[src/shared/pci_master_control_pkg.sv]
// Constants and carrier types of the host-bus master control block
`default_nettype none
package pci_master_control_pkg;
   // Register map
   localparam logic [11:0] CFG_OFFSET   = 12'h080;  // Controller configuration register
   // Field positions
   localparam int RSVD_POS    = 0;                  // Reserved, software keeps low
   localparam int ORDER_POS   = 1;                  // Byte order select
   localparam int SOE_POS     = 2;                  // Stop on error enable
   localparam int PONS_POS    = 3;                  // Parity to system error enable
   localparam int THR_LSB     = 8;                  // Write threshold, low bit
   localparam int THR_W       = 6;                  // Write threshold width
   // Reset values
   localparam logic       ORDER_RST = 1'b1;         // Little-endian after reset
   localparam logic [5:0] THR_RST   = 6'h00;        // Threshold after reset
   // Buffer shape
   localparam int BUF_DEPTH   = 2;                  // Two-entry data buffer
   localparam logic [1:0] BUF_FULL = 2'h2;          // Occupancy when full
   localparam logic [5:0] CNT_MAX  = 6'h3f;         // Dword counter saturates here
   // Configuration fields as held
   typedef struct packed {
      logic [5:0] thr;                              // Write request threshold
      logic       pons;                             // Parity errors onto system error
      logic       soe;                              // Stop on error
      logic       order;                            // 1 = little-endian packet data
      logic       rsvd;                             // Reserved bit, stored as written
   } cfg_t;
   // One word on the data path
   typedef struct packed {
      logic        desc;                            // Descriptor word, never swapped
      logic [31:0] data;                            // Dword, lowest byte in bits 7:0
   } word_t;
   // Error flags from the command/status register
   typedef struct packed {
      logic parity_reported;                        // Data parity reported
      logic target_abort;                           // Received target abort
      logic master_abort;                           // Master abort
      logic system_error;                           // System error signalled
   } err_flags_t;
endpackage
`default_nettype wire

[src/rtl/pci_master_control.sv]
// Host-bus master control: config register, byte order, request policy, error reporting
`timescale 1ns/1ps
`default_nettype none
module pci_master_control (
   input  wire logic                              core_clk,               // 250 MHz core clock
   input  wire logic                              reset,                  // Synchronous, active high
   // Register port of the bus target
   input  wire logic                              reg_access,             // One-cycle access strobe
   input  wire logic                              reg_write,              // 1 write, 0 read
   input  wire logic [11:0]                       reg_addr,               // Byte address
   input  wire logic [3:0]                        byte_enable_lines_n,    // Active-low byte enables
   input  wire logic [31:0]                       reg_wdata,              // Write data
   output logic [31:0]                            reg_rdata,              // Read data
   output logic                                   reg_ack,                // Access answered
   // Packet data from the receive DMA engine
   input  wire pci_master_control_pkg::word_t     in_word,                // Word, canonical order
   input  wire logic                              in_valid,               // Word offered
   output logic                                   in_ready,               // Buffer can take it
   // Words toward the host bus
   output pci_master_control_pkg::word_t          out_word,               // Word in host order
   output logic                                   out_valid,              // Head word present
   input  wire logic                              out_ready,              // Master takes head
   // Host bus side
   input  wire logic                              bus_clock,              // Bus clock, sampled
   input  wire logic                              bus_grant_in_n,         // Grant, active low
   output logic                                   bus_request_out_n,      // Request, active low
   input  wire pci_master_control_pkg::err_flags_t err_flags,             // Status flags
   input  wire logic                              parity_error_detect,    // One-cycle parity event
   output logic                                   system_error_out_o,     // Open-drain level, low
   output logic                                   system_error_out_oe     // High while pulling low
);
   // Config register and its read answer
   pci_master_control_pkg::cfg_t cfg_r, cfg_nxt;          // Held configuration
   logic [31:0]                  rdata_r, rdata_nxt;      // Read data
   logic                         ack_r, ack_nxt;          // Answer strobe
   // Bus clock and grant synchronisers
   logic bclk_s1_r, bclk_s2_r, bclk_s3_r;                 // Bus clock stages, s3 for edge
   logic gnt_s1_r, gnt_s2_r;                              // Grant stages
   logic bus_rise;                                        // Bus clock rising edge seen
   // Two-entry buffer, head in entry 0
   pci_master_control_pkg::word_t buf_r [pci_master_control_pkg::BUF_DEPTH];
   pci_master_control_pkg::word_t buf_nxt [pci_master_control_pkg::BUF_DEPTH];
   logic [1:0]  occ_r, occ_nxt;                           // Entries held
   logic        in_ready_r, in_ready_nxt;                 // Registered ready
   logic        valid_r, valid_nxt;                       // Head word present, registered
   logic        push, pop;                                // Handshakes
   pci_master_control_pkg::word_t swapped;                // Incoming word in host order
   // Request policy
   logic [5:0]  cnt_r, cnt_nxt;                           // Packet dwords loaded since grant
   logic        req_r, req_nxt;                           // Request, active high inside
   logic        system_error_flag_r, system_error_flag_nxt;                         // System error drive
   logic        blocked;                                  // Error stops mastering
   logic        want;                                     // Threshold reached

   // Byte lanes reversed for big-endian
   function automatic logic [31:0] lane_swap(input logic [31:0] d);
      lane_swap = {d[7:0], d[15:8], d[23:16], d[31:24]};
   endfunction

   assign push    = in_valid & in_ready_r;
   assign pop     = out_valid & out_ready;
   assign bus_rise = bclk_s2_r & ~bclk_s3_r;

   // Register decode; any enable asserted writes all bits
   always_comb begin
      logic hit;
      logic live;
      hit       = reg_access & (reg_addr == pci_master_control_pkg::CFG_OFFSET);
      live      = (byte_enable_lines_n != 4'hf);
      cfg_nxt   = cfg_r;
      rdata_nxt = 32'h0000_0000;
      ack_nxt   = reg_access;
      if (hit & live & reg_write) begin
         // Unused bits have no storage, so writes to them vanish
         cfg_nxt.rsvd  = reg_wdata[pci_master_control_pkg::RSVD_POS];
         cfg_nxt.order = reg_wdata[pci_master_control_pkg::ORDER_POS];
         cfg_nxt.soe   = reg_wdata[pci_master_control_pkg::SOE_POS];
         cfg_nxt.pons  = reg_wdata[pci_master_control_pkg::PONS_POS];
         cfg_nxt.thr   = reg_wdata[pci_master_control_pkg::THR_LSB +: pci_master_control_pkg::THR_W];
      end else if (hit & live) begin
         // Read: unused bits return zero
         rdata_nxt[pci_master_control_pkg::RSVD_POS]  = cfg_r.rsvd;
         rdata_nxt[pci_master_control_pkg::ORDER_POS] = cfg_r.order;
         rdata_nxt[pci_master_control_pkg::SOE_POS]   = cfg_r.soe;
         rdata_nxt[pci_master_control_pkg::PONS_POS]  = cfg_r.pons;
         rdata_nxt[pci_master_control_pkg::THR_LSB +: pci_master_control_pkg::THR_W] = cfg_r.thr;
      end
      // No enables: answered with zero, register untouched
   end

   // Register group
   always_ff @(posedge core_clk) begin
      if (reset) begin
         cfg_r   <= '{thr: pci_master_control_pkg::THR_RST, pons: 1'b0, soe: 1'b0,
                      order: pci_master_control_pkg::ORDER_RST, rsvd: 1'b0};
         rdata_r <= 32'h0000_0000;
         ack_r   <= 1'b0;
      end else begin
         cfg_r   <= cfg_nxt;
         rdata_r <= rdata_nxt;
         ack_r   <= ack_nxt;
      end
   end

   // Synchronisers; only stage 2 and later feed logic
   always_ff @(posedge core_clk) begin
      if (reset) begin
         bclk_s1_r <= 1'b0;
         bclk_s2_r <= 1'b0;
         bclk_s3_r <= 1'b0;
         gnt_s1_r  <= 1'b1;
         gnt_s2_r  <= 1'b1;
      end else begin
         bclk_s1_r <= bus_clock;
         bclk_s2_r <= bclk_s1_r;
         bclk_s3_r <= bclk_s2_r;
         gnt_s1_r  <= bus_grant_in_n;
         gnt_s2_r  <= gnt_s1_r;
      end
   end

   // Byte order applied on entry; descriptors bypass the swap
   always_comb begin
      swapped = in_word;
      if (!in_word.desc && !cfg_r.order) begin
         swapped.data = lane_swap(in_word.data);
      end
      // Little-endian and descriptors keep lowest byte in 7:0
   end

   // Buffer next state: shift on pop, fill lowest free slot
   always_comb begin
      logic [1:0] after_pop;
      buf_nxt   = buf_r;
      after_pop = occ_r;
      if (pop) begin
         buf_nxt[0] = buf_r[1];
         after_pop  = occ_r - 2'h1;
      end
      if (push) begin
         buf_nxt[after_pop[0]] = swapped;
      end
      occ_nxt      = after_pop + {1'b0, push};
      // Valid kept in its own flop so the output needs no decode
      valid_nxt    = (occ_nxt != 2'h0);
      // Ready is registered, so a full buffer refuses even when popping
      in_ready_nxt = (occ_nxt != pci_master_control_pkg::BUF_FULL);
   end

   // Buffer group
   always_ff @(posedge core_clk) begin
      if (reset) begin
         buf_r[0]   <= '0;
         buf_r[1]   <= '0;
         occ_r      <= 2'h0;
         in_ready_r <= 1'b0;
         valid_r    <= 1'b0;
      end else begin
         buf_r      <= buf_nxt;
         occ_r      <= occ_nxt;
         in_ready_r <= in_ready_nxt;
         valid_r    <= valid_nxt;
      end
   end

   // Request policy; request changes on bus clock edges, error pin sets on a parity event and clears on a bus clock edge
   always_comb begin
      blocked  = cfg_r.soe & (|err_flags);
      want     = (cnt_r != 6'h00) & (cnt_r >= cfg_r.thr);
      cnt_nxt  = cnt_r;
      req_nxt  = req_r;
      system_error_flag_nxt = system_error_flag_r;
      // Grant while requesting starts a burst; the count restarts
      if (req_r & ~gnt_s2_r & bus_rise) begin
         cnt_nxt = 6'h00;
      end
      if (push & ~in_word.desc & (cnt_nxt != pci_master_control_pkg::CNT_MAX)) begin
         cnt_nxt = cnt_nxt + 6'h01;
      end
      if (bus_rise) begin
         req_nxt  = want & ~blocked;
         system_error_flag_nxt = 1'b0;
      end
      // New parity event wins over the edge that ends the pulse
      if (parity_error_detect & cfg_r.pons) begin
         system_error_flag_nxt = 1'b1;
      end
   end

   // Master group
   always_ff @(posedge core_clk) begin
      if (reset) begin
         cnt_r  <= 6'h00;
         req_r  <= 1'b0;
         system_error_flag_r <= 1'b0;
      end else begin
         cnt_r  <= cnt_nxt;
         req_r  <= req_nxt;
         system_error_flag_r <= system_error_flag_nxt;
      end
   end

   // Outputs straight from flops; system_error_out_o tied low
   assign reg_rdata           = rdata_r;
   assign reg_ack             = ack_r;
   assign in_ready            = in_ready_r;
   assign out_word            = buf_r[0];
   assign out_valid           = valid_r;
   assign bus_request_out_n   = ~req_r;
   assign system_error_out_o  = 1'b0;
   assign system_error_out_oe = system_error_flag_r;

   // Checks
   a_order_reset: assert property (@(posedge core_clk)
      $fell(reset) |-> cfg_r.order) else $error("Order bit not high after reset");
   a_big_swap: assert property (@(posedge core_clk) disable iff (reset)
      push && !in_word.desc && !cfg_r.order && occ_r == 2'h0 && !pop
      |=> out_word.data[31:24] == $past(in_word.data[7:0])) else $error("Big-endian lane wrong");
   a_little_keep: assert property (@(posedge core_clk) disable iff (reset)
      push && cfg_r.order && occ_r == 2'h0 && !pop
      |=> out_word.data == $past(in_word.data)) else $error("Little-endian altered");
   a_desc_keep: assert property (@(posedge core_clk) disable iff (reset)
      push && in_word.desc && occ_r == 2'h0 && !pop
      |=> out_word.data == $past(in_word.data)) else $error("Descriptor swapped");
   a_stop_req: assert property (@(posedge core_clk) disable iff (reset)
      bus_rise && cfg_r.soe && (|err_flags) |=> bus_request_out_n) else $error("Request despite error");
   a_go_req: assert property (@(posedge core_clk) disable iff (reset)
      bus_rise && !cfg_r.soe && cnt_r != 6'h00 && cnt_r >= cfg_r.thr
      |=> !bus_request_out_n) else $error("Request withheld");
   a_system_error_flag_drive: assert property (@(posedge core_clk) disable iff (reset)
      parity_error_detect && cfg_r.pons |=> system_error_out_oe) else $error("Parity not reported");
   a_full_write: assert property (@(posedge core_clk) disable iff (reset)
      reg_access && reg_write && reg_addr == pci_master_control_pkg::CFG_OFFSET
      && byte_enable_lines_n != 4'hf
      |=> cfg_r.thr == $past(reg_wdata[13:8]) && cfg_r.soe == $past(reg_wdata[2])) else $error("Write partial");
   a_no_enable: assert property (@(posedge core_clk) disable iff (reset)
      reg_access && byte_enable_lines_n == 4'hf |=> $stable(cfg_r) && reg_rdata == 32'h0000_0000)
      else $error("Access without enables");
   c_full_buf: cover property (@(posedge core_clk) disable iff (reset) occ_r == pci_master_control_pkg::BUF_FULL);
   c_blocked: cover property (@(posedge core_clk) disable iff (reset) blocked && want && bus_rise);
   c_grant: cover property (@(posedge core_clk) disable iff (reset) req_r && !gnt_s2_r && bus_rise);
endmodule // pci_master_control
`default_nettype wire

[config.mk]
export PLATFORM = sky130hd
export DESIGN_NAME = pci_master_control
export DESIGN_NICKNAME = d
export VERILOG_FILES = /design/src/shared/pci_master_control_pkg.sv /design/src/rtl/pci_master_control.sv
export SDC_FILE = /design/constraint.sdc
export NUM_CORES = 1
export LEC_CHECK = 0
export ABC_AREA = 1
export ABC_CLOCK_PERIOD_IN_PS = 3310
export BUFFER_PORTS_ARGS = -buffer_cell sky130_fd_sc_hd__buf_4
export CORE_MARGIN = 8
export CORE_UTILIZATION = 55
export CTS_CLUSTER_SIZE = 14
export DETAILED_ROUTE_END_ITERATION = 7
export MAX_ROUTING_LAYER = met4
export PLACE_DENSITY_LB_ADDON = 0.05
export SETUP_SLACK_MARGIN = 0.5
export SLEW_MARGIN = 15
export SYNTH_ARGS = -nofsm -noshare
export SYNTH_HDL_FRONTEND = slang
export SYNTH_SLANG_ARGS = --single-unit
export TNS_END_PERCENT = 20
[constraint.sdc]
create_clock -name core_clk -period 3.31 [get_ports core_clk]
set_input_delay 0.1655 -clock core_clk [delete_from_list [all_inputs] [get_ports core_clk]]
set_output_delay 0.1655 -clock core_clk [all_outputs]
set_load 0.02 [all_outputs]
======== Word-level counts from Yosys, hierarchy flattened ========
Index checks and enable logic that the tools add are counted.
operators by class
  add/subtract/negate cells ............... 3
  magnitude comparators ................... 3
  equal/unequal tests ..................... 4
  multiplexer cells ....................... 11
  bitwise gates (word level) .............. 21
  reductions and logical operators ........ 9
operator list
  kind                                                count
  bitwise mux 66 bit                                  1
  2-to-1 mux 33 bit                                   2
  2-to-1 mux 66 bit                                   1
  demux 33 bit (select 1 bit)                         1
  2-to-1 mux 32 bit                                   1
  AND 1 bit                                           14
  == test 12 x 8 -> 1 bit, second input constant      1
  2-to-1 mux 6 bit                                    2
  adder 6 x 1 -> 6 bit, second input constant         1
  >= comparator 6 bit                                 1
  != test 6 bit, second input constant                1
  inverter 1 bit                                      6
  nonzero test 6 bit                                  1
  != test 4 bit, second input constant                1
  nonzero test 2 bit                                  2
  OR reduction 4 bit                                  1
  OR reduction 3 bit                                  1
  adder 2 x 1 -> 2 bit                                1
  >= comparator 2 bit, second input constant          1
  logical AND 1 bit                                   2
  zero test 1 bit                                     2
  < comparator 2 x 1 -> 1 bit, second input constant  1
  2-to-1 mux 1 bit                                    2
  2-to-1 mux 2 bit                                    1
  other kinds (3)                                     3
word-level totals
  register bits ........................... 126
  output and inout bits ................... 71
  logic and storage cells ................. 74

======== Logic depth before layout (Yosys ltp) ========
Gate-level depths: netlist (run 1).
  word-level depth ........................ 9
  gate-level depth with buffers ........... 13

======== Worst setup path after synthesis (run 1) ========
OpenSTA, ideal clock, no wires.
  path type ............................... register to register
  start point ............................. register valid_r (netlist: out_valid)
  end point ............................... register with a tool-made name
  setup time .............................. 0.116 ns
  arrival ................................. 1.941 ns
  path slack .............................. 1.252 ns
  stages on the path, launching flop included .. 11
  path buffers ............................ 3
  clock period less this slack ............ 2.058 ns
  cells stage by stage .................... dfxtp_1 -> buf_4 -> nand2_4 -> or2_4 -> nand2_2 -> ha_1 -> clkbuf_1 -> clkbuf_1 -> nand2_1 -> o211ai_1 -> inv_1
RTL lines
  what                    line                       source
  start, declared         pci_master_control.sv:45   logic valid_r, valid_nxt;
  start signal, assigned  pci_master_control.sv:162  valid_r <= valid_nxt;

==> results of run 1 <==
## power breakdown
group / internal, W / switching [W] / leakage [nW]
registers: 0.00144 / 0.000113 / 0.847
logic: 0.000402 / 0.000642 / 2.03
clock network: 0.000354 / 0.000429 / 0.0908
## tightest hold or removal path: stages
cell    delay [ps]
buf_4           80
inv_1           40
nor2_1          70
## final cells by class
cell class | instances | area [µm²]
Clock buffer | 12 | 135.1
Sequential cell | 104 | 2082
Multi-Input combinational cell | 466 | 2232
Fill cell | 860 | 3249
Timing Repair Buffer | 128 | 980.9
Inverter | 86 | 322.8
Clock inverter | 4 | 55.05
Tap cell | 111 | 138.9
## cells in the final DEF, fill, tap and decap left out, types with 2 or more instances in the layout
| master | synthesis | routed |
|---|---|---|
| a21oi_1 | 57 | 57 |
| dlygate4sd3_1 | 0 | 3 |
| nor3_1 | 2 | 2 |
| or2_2 | 2 | 2 |
| nand3_1 | 43 | 43 |
| nor2_4 | 0 | 2 |
| o21ai_1 | 20 | 20 |
| nand4_1 | 5 | 5 |
| buf_4 | 59 | 124 |
| clkinv_4 | 0 | 2 |
| o211ai_1 | 33 | 33 |
| conb_1 | 1 | 23 |
| o21ai_0 | 43 | 43 |
| nand2_2 | 2 | 2 |
| ha_1 | 8 | 7 |
| clkbuf_8 | 0 | 9 |
| inv_1 | 84 | 84 |
| dfxtp_1 | 104 | 104 |
| nand2_1 | 142 | 142 |
| clkbuf_1 | 25 | 3 |
| nor2_1 | 76 | 76 |
## cells by family (layout without fill, tap and decap cells)
| family | count (synthesis) | after routing | synth area share |
|---|---|---|---|
| AND/OR/NAND/NOR | 278 | 278 | 0.2221 |
| buffers and inverters | 183 | 230 | 0.1843 |
| AO/OA/AOI/OAI | 154 | 154 | 0.1655 |
| flip-flops | 104 | 104 | 0.4025 |
| adder cells (fa/ha/maj) | 8 | 8 | 0.01935 |
| XOR/XNOR | 2 | 2 | 0.003387 |
| other | 1 | 23 | 0.0007250 |
| multiplexers | 1 | 1 | 0.002177 |
## routing by layer
layer,up-vias,track usage
met5,-,-
met4,0,0.07194
met3,18,0.03781
met2,133,0.3300
met1,2127,0.2517
li1,2387,-
## final timing paths
kind	start	to	slack, ps
min	reg_access	reg_ack	30
max	out_valid	flip-flop	1090
min reg2reg	bclk_s1_r	bclk_s2_r	410
max reg2reg	out_valid	flip-flop	1090
## stage by stage
| step | hold WS [ps] | cells | setup WS [ps] | util |
|---|---|---|---|---|
| finish | 27.66 | 911 | 1087 | 0.6467 |
| global route | 25.73 | 911 | 947.7 | 0.6467 |
| CTS | 15.86 | 911 | 1066 | 0.6467 |
| detailed placement | 354.4 | 892 | 841.8 | 0.6227 |
| global placement | 350.0 | 892 | 833.4 | 0.6227 |
| floorplan | 234.6 | 753 | 1252 | - |
==> impl_metrics.ini, run 1 <==
[setup_path]
critPathKind = reg2reg
critical_path.cell_chain = nand2_4 > or2_4 > nand2_2 > ha_2 > buf_12 > nand2_1 > o211ai_1 > inv_1
required_ps = 3560
path_buf_inv = 2
slowest_delay_ps = 450
crit_fanout = 48
cp-start-kind = flip-flop
crit_slowest_cell = ha_2
path_depth = 8
rr_worst_depth = 8
path_delay_family = simple AND/OR/NAND/NOR gates
worstPathArrival_ps = 2470
cp-end-kind = flip-flop

[logic_synthesis]
synth_top_area_share = 0.4025
synthTopCellsByArea = dfxtp_1, nand2_1, buf_4
synth_cell_types = 30
ys.warnings.count = 0
yosys.area.top_type = dfxtp_1
synth_edf_count = 0
synthFlopType = dfxtp_1
avgSynthCellArea_um2 = 7.076
synth-seq-area-share = 0.4025
synth_area_um2 = 5172
synth_common_cells = nand2_1, dfxtp_1, inv_1
synth_cells = 731
yosysMostFrequentCell = nand2_1
synth-seq-cells = 104
async_reset_ff_frac = 0

[die]
core_area_um2 = 9196
die_area_um2 = 12760
start_util = 0.5624
rows = 35
io_pins = 165
die_w_um = 113.0
die_h_um = 113.0

[placed_design]
port_buffers = 119
gp_congestion = 0.8215
dpl_cell_area_um2 = 5727
hpwl_um = 9179

[timing]
fmax_ghz = 0.4499
setup_viol = 0
fin_crit_sh = 0.6715
final.setup.tns_ps = 0
finalHoldViolCount = 0
worstMarginPinSlew_ps = 1023
finalClockSkew_ps = 12.67
rsz0062_at_grt = false
slew_headroom = 0.3169
slew_viol_final = 0
finalCriticalPeriod_ps = 2223

[cts]
clkSinkCount = 104
cts_buffers = 9
path_clk_slew_ps = 90
cts_resized = 0
clock_latency_ps = 360
cts_setup_buffers = 0
clockBufferDepth = 2
cts-htree-levels = 3
root_buffer = clkbuf_8
cts_tree = yes
cts-hold-fix-buffers = 3

[finish]
drive_above_1_share = 0.1863
n_antenna_cell = 0
area_growth_pct = 14.97
design_area_um2 = 5947
fin_nets = 897

[global_route]
grt_pass1_wl_um = 20820
grt_antenna_before_repair = 0
grt_use_total = 0.2044
grt_overflow = 0
first_global_vias = 4362
grt_max_degree = 66

[worst_hold_path]
min_path_type = in2reg
hold_depth = 3

[routing]
post_drt_wl_per_cell_um = 14.23
viasPerCell = 5.121
met3_length_um = 790
num_vias = 4665
wl_met2_um = 6172
ant_nets = 0
drc = 0
wl_met1_um = 5767
routed_wirelength_um = 12970
drt-pass1-iter-count = 4
highest_layer = met4
drt_iter0_markers = 236

[power_and_ir_drop]
vdd_ir_drop_max_uv = 400.9
leakagePower_nw = 2.970
total_power_w = 0.003381
p_per_area_nw_per_um2 = 568.5

[job]
drv_cap = 0

[run_status]
run_status = finished, final reports clean
(Power assumes the default switching activity.)
==> run 2: changes to the inputs <==
Settings changed: ABC_CLOCK_PERIOD_IN_PS 3310 to 1900, CORE_UTILIZATION 55 to 46.
Clock period 3.31 ns to 1.9 ns, I/O delays scaled along.
==> run 2 against run 1 <==
Compared with the run above:
- first-iteration DRC count is 40% higher
- sequential share of layout area down 2.5 points
- combinational power increased by 91%
- sequential power is 74% higher
- cell count rose by 6.3%
- non-clock buffer count is 28 higher
- clock power up 79%
- final area rose by 8.0%
- power is 80% higher
- global-route usage fell by 2.4 points
- largest cell class unchanged
- highest routed layer unchanged
==> impl_metrics.ini, run 2 (synthesis results as in run 1) <==
[die]
core_area_um2 = 10890
die_area_um2 = 14890
rows = 38
io_pins = 165
die_w_um = 122.0
die_h_um = 122.0
start_util = 0.4751

[placed_design]
port_buffers = 119
hpwl_um = 9159
gp_congestion = 0.7550
dp.cells = 924

[finish]
fin_nets = 925
stdcell_count = 968
layout_common_cells = nand2_1, buf_4, dfxtp_1, inv_1, nor2_1
n_antenna_cell = 0
area_growth_pct = 24.21
final_core_util = 0.5901
drive_above_1_share = 0.2391

[timing]
rsz0062_at_grt = true
final.setup.tns_ps = 0
finalCriticalPeriod_ps = 1597
slew_viol_final = 0
fin_crit_sh = 0.8407
fmax_ghz = 0.6260
slew_headroom = 0.5890
worstMarginPinSlew_ps = 614.2
setup_viol = 0
finalHoldViolCount = 0
finalClockSkew_ps = 11.60

[routing]
drt-pass1-iter-count = 4
routed_wirelength_um = 13370
drt_iter0_markers = 331
drc = 0
post_drt_wl_per_cell_um = 13.81
num_vias = 4708
viasPerCell = 4.864
ant_nets = 0

[power_and_ir_drop]
vdd_ir_drop_max_uv = 776.5
p_per_area_nw_per_um2 = 947.5
leakagePower_nw = 3.139

[setup_path]
required_ps = 2160
cp-end-kind = flip-flop
critPathKind = reg2reg
slowest_delay_ps = 330
crit_top_cell = nand2_2
crit_slowest_cell = dfxtp_2
critical_path.cell_chain = inv_2 > nor2_4 > nand2_4 > nand2_2 > inv_2 > ha_4 > nand2_2 > nor2_2 > nand2_2 > nand2_4 > inv_4 > nor2_4 > nor2_1
worstPathArrival_ps = 1860
crit_fanout = 5
cp-start-kind = flip-flop

[global_route]
grt_use_total = 0.1800
grt_overflow = 0
gr-usage-met3 = 0.03147
grt_most_used_layer = met2
grt_pass1_wl_um = 21150
first_global_vias = 4357
grt_antenna_before_repair = 0
met1_usage = 0.2363
use_met2 = 0.2761
grt_max_degree = 66

[cts]
clockBufferDepth = 2
clkSinkCount = 104
cts-htree-levels = 3
path_clk_slew_ps = 100
root_buffer = clkbuf_8
clock_latency_ps = 350
cts_tree = yes
cts_buffers = 9

[job]
drv_cap = 0

[run_status]
run_status = finished, final reports clean

[worst_hold_path]
min_path_type = in2reg
run 2: changes by cell type in the layout (fill, tap and decap cells not counted), sizes merged:
cell	delta
buf	+17
clkinv	-1
dlygate4sd3	+11
inv	+1
run 2: cell type report:
type | instances | area, µm²
fill | 1009 | 4463
multi-input combinational | 466 | 2367
sequential | 104 | 2090
timing repair buffer | 156 | 1267
inverter | 86 | 327.8
tap | 140 | 175.2
clock buffer | 12 | 145.1
clock inverter | 4 | 52.55
run 2: worst paths after layout:
| path | start | endpoint | depth (start not counted) | slack [ps] |
|---|---|---|---|---|
| worst min register to register | bclk_s1_r | bclk_s2_r | 2 | 410 |
| worst max register to register | req_r | cnt_r[0] | 13 | 300 |
| worst max-delay path | req_r | cnt_r[0] | 13 | 300 |
| worst min-delay path | in_word[32] | flip-flop | 3 | 20 |
run 2: power by group:
part           internal [W]  switching, W  leakage (nW)
registers           0.00252      0.000186         0.849
clock network      0.000651      0.000744        0.0971
logic              0.000806       0.00118          2.19
total               0.00397       0.00211          3.14
run 2: what timing repair did:
| action | in CTS | in global routing |
|---|---|---|
| pin swaps | 7 | 18 |
| resized for setup | 12 | 32 |
| endpoints found under the setup margin | 45 | 63 |
| hold buffers | 14 | 0 |
| gates cloned | 0 | 0 |
| buffers inserted | 7 | 7 |
| hold endpoints to repair | 14 | 0 |
run 2: critical path, delay by kind of cell, from the launching register on:
| kind | cells | cell delay, ps |
|---|---|---|
| simple gates | 9 | 800 |
| flops | 1 | 330 |
| buf+inv | 3 | 220 |
| fa+ha+maj | 1 | 140 |
run 2: metrics by stage:
step                      hold WS [ps]  power [W]  cell area, µm²  worst slack [ps]
after floorplan                  164.1   0.004255            5321             321.7
after global placement           282.5   0.004587            5842             231.3
after detailed placement         283.3   0.004629            5842             158.0
after CTS                        2.323   0.006071            6261             331.8
after global routing             18.80   0.006467            6425             167.2
final                            19.15   0.006087            6425             302.7
run 2: metal layers:
layer	vias to the layer above	routed length, µm
met3	13	764
met5	-	0
met1	2131	6220
met4	0	170
met2	114	6217
li1	2450	-
==> run 3: changes to the inputs <==
Settings changed: ABC_CLOCK_PERIOD_IN_PS 1900 to 1570, CORE_UTILIZATION 46 to 51.
Clock period 1.9 ns to 1.57 ns, I/O delays scaled along.
==> run 3 against run 2 <==
Compared with the run above:
- count of clock-buffer cells in the layout did not move
- final area is 6.6% higher
- first-iteration DRC count decreased by 9.4%
- highest routed layer unchanged
- sequential cell count did not move
- global-route usage rose by 2.4 points
- the flow now finishes with violations (hold timing)
- wire length up 8.2%
- sequential share of layout area decreased by 2.0 points
- critical path depth decreased by 6
- cell count increased by 1.0%
- critical path type unchanged
- power grew 28%
==> impl_metrics.ini, run 3 (synthesis results as in run 1) <==
[run_status]
run_status = complete, but fails checks
violations = hold timing

[setup_path]
r2r-start = cfg_r[1]
cp-start-kind = flip-flop
worstPathArrival_ps = 1800
crit_fanout = 8
required_ps = 1830
startpoint = cfg_r[1]
critPathKind = reg2reg
cp-end-kind = flip-flop

[timing]
fmax_ghz = 0.6486
slew_headroom = 0.5689
slew_viol_final = 0
fin_crit_sh = 0.9820
finalClockSkew_ps = 12.71
finalCriticalPeriod_ps = 1542
setup_viol = 0
worstMarginPinSlew_ps = 644.2
finalHoldViolCount = 2
holdWs_ps = -26.81
rsz0062_at_grt = true

[cts]
clockBufferDepth = 2
clkSinkCount = 104
clock_latency_ps = 370
cts-hold-fix-buffers = 16
path_clk_slew_ps = 100
cts_buffers = 9
root_buffer = clkbuf_8
cts-htree-levels = 3
cts_tree = yes

[job]
drv_cap = 0

[finish]
design_area_um2 = 6847
fill_cells = 829
multiInputGateArea_um2 = 2544
fin_nets = 943
n_antenna_cell = 0
regArea_um2 = 2090
layout_common_cells = buf_4, nand2_1, dfxtp_1, inv_1, nor2_1
final_core_util = 0.6972
drive_above_1_share = 0.3030
area_growth_pct = 32.37
final_common_cell = buf_4

[global_route]
grt_pass1_wl_um = 21600
grt_antenna_before_repair = 0
grt_overflow = 0
grt_max_degree = 41
grt_use_total = 0.2042
first_global_vias = 4652

[routing]
drt-pass1-iter-count = 5
viasPerCell = 5.075
drc = 0
num_vias = 4963
drt_iter0_markers = 300
routed_wirelength_um = 14470
ant_nets = 0
post_drt_wl_per_cell_um = 14.80

[worst_hold_path]
min_path_type = in2reg
hold_path.startpoint = reset

[die]
die_w_um = 116.7
die_h_um = 116.7
rows = 36
io_pins = 165
core_area_um2 = 9819
die_area_um2 = 13620
start_util = 0.5268

[placed_design]
hpwl_um = 9420
port_buffers = 119
gp_congestion = 0.8667
dpl_cell_area_um2 = 5946

[power_and_ir_drop]
p_per_area_nw_per_um2 = 1136
leakagePower_nw = 3.316
vdd_ir_drop_max_uv = 1281
total_power_w = 0.007778
[run 3: changes by cell type in the layout (fill, tap and decap cells not counted), moves of 4 or more]
cell     previous run  this run
a21oi_2             3        23
buf_12              4        10
o21ai_0            40        31
o21ai_2             1        12
buf_4             135       142
nand2_1           135       124
o21ai_1            22        18
nand2_2             4        13
a21oi_1            54        34
[run 3: timing repair]
item                       CTS  global route
hold endpoints to repair    24             2
gates resized for setup     14            84
gates cloned                 1             4
pin swaps                   12            30
buffers inserted             8             7
setup endpoints to repair   78            90
[run 3: final cells by class]
cell class | instances | area share
Timing Repair Buffer | 174 | 0.2266
Clock buffer | 12 | 0.02266
Tap cell | 133 | 0.02431
Clock inverter | 3 | 0.002558
Inverter | 86 | 0.04715
Sequential cell | 104 | 0.3052
Multi-Input combinational cell | 466 | 0.3715
[run 3: where the power goes]
group	internal (W)	switching (W)
clock network	0.000652	0.000895
registers	0.00305	0.000242
logic	0.00128	0.00166
[run 3: worst max-delay path: stages, from the launching register on]
cell      delay (ps)
dfxtp_1          370
nor2_4           270
buf_4            180
nor2_1            40
a21oi_1          320
nand2_2           70
o211ai_1         110
inv_1             70
[run 3: final timing paths]
kind | depth (start not counted) | endpoint | slack (ps)
min | 2 | out_valid | -30
max reg2reg | 7 | flip-flop | 30
min reg2reg | 1 | gnt_s2_r | 410
max | 7 | flip-flop | 30
[run 3: metrics by stage]
step | std cells | setup WS [ps] | setup TNS [ps]
after floorplan | 753 | -8.305 | -82.72
after global placement | 927 | 24.45 | 0
after detailed placement | 927 | -25.64 | -51.07
after CTS | 967 | 31.39 | 0
after global routing | 978 | -42.44 | -309.9
final | 978 | 28.32 | 0
[run 3: metal layers]
layer / wire length (µm) / vias to the layer above / part of all wire / GRT usage
li1: - / 2491 / - / -
met1: 6074 / 2284 / 0.42 / 0.2474
met2: 7110 / 166 / 0.49 / 0.3374
met3: 1012 / 22 / 0.070 / 0.02534
met4: 275 / 0 / 0.019 / 0.08362
met5: 0 / - / 0 / -
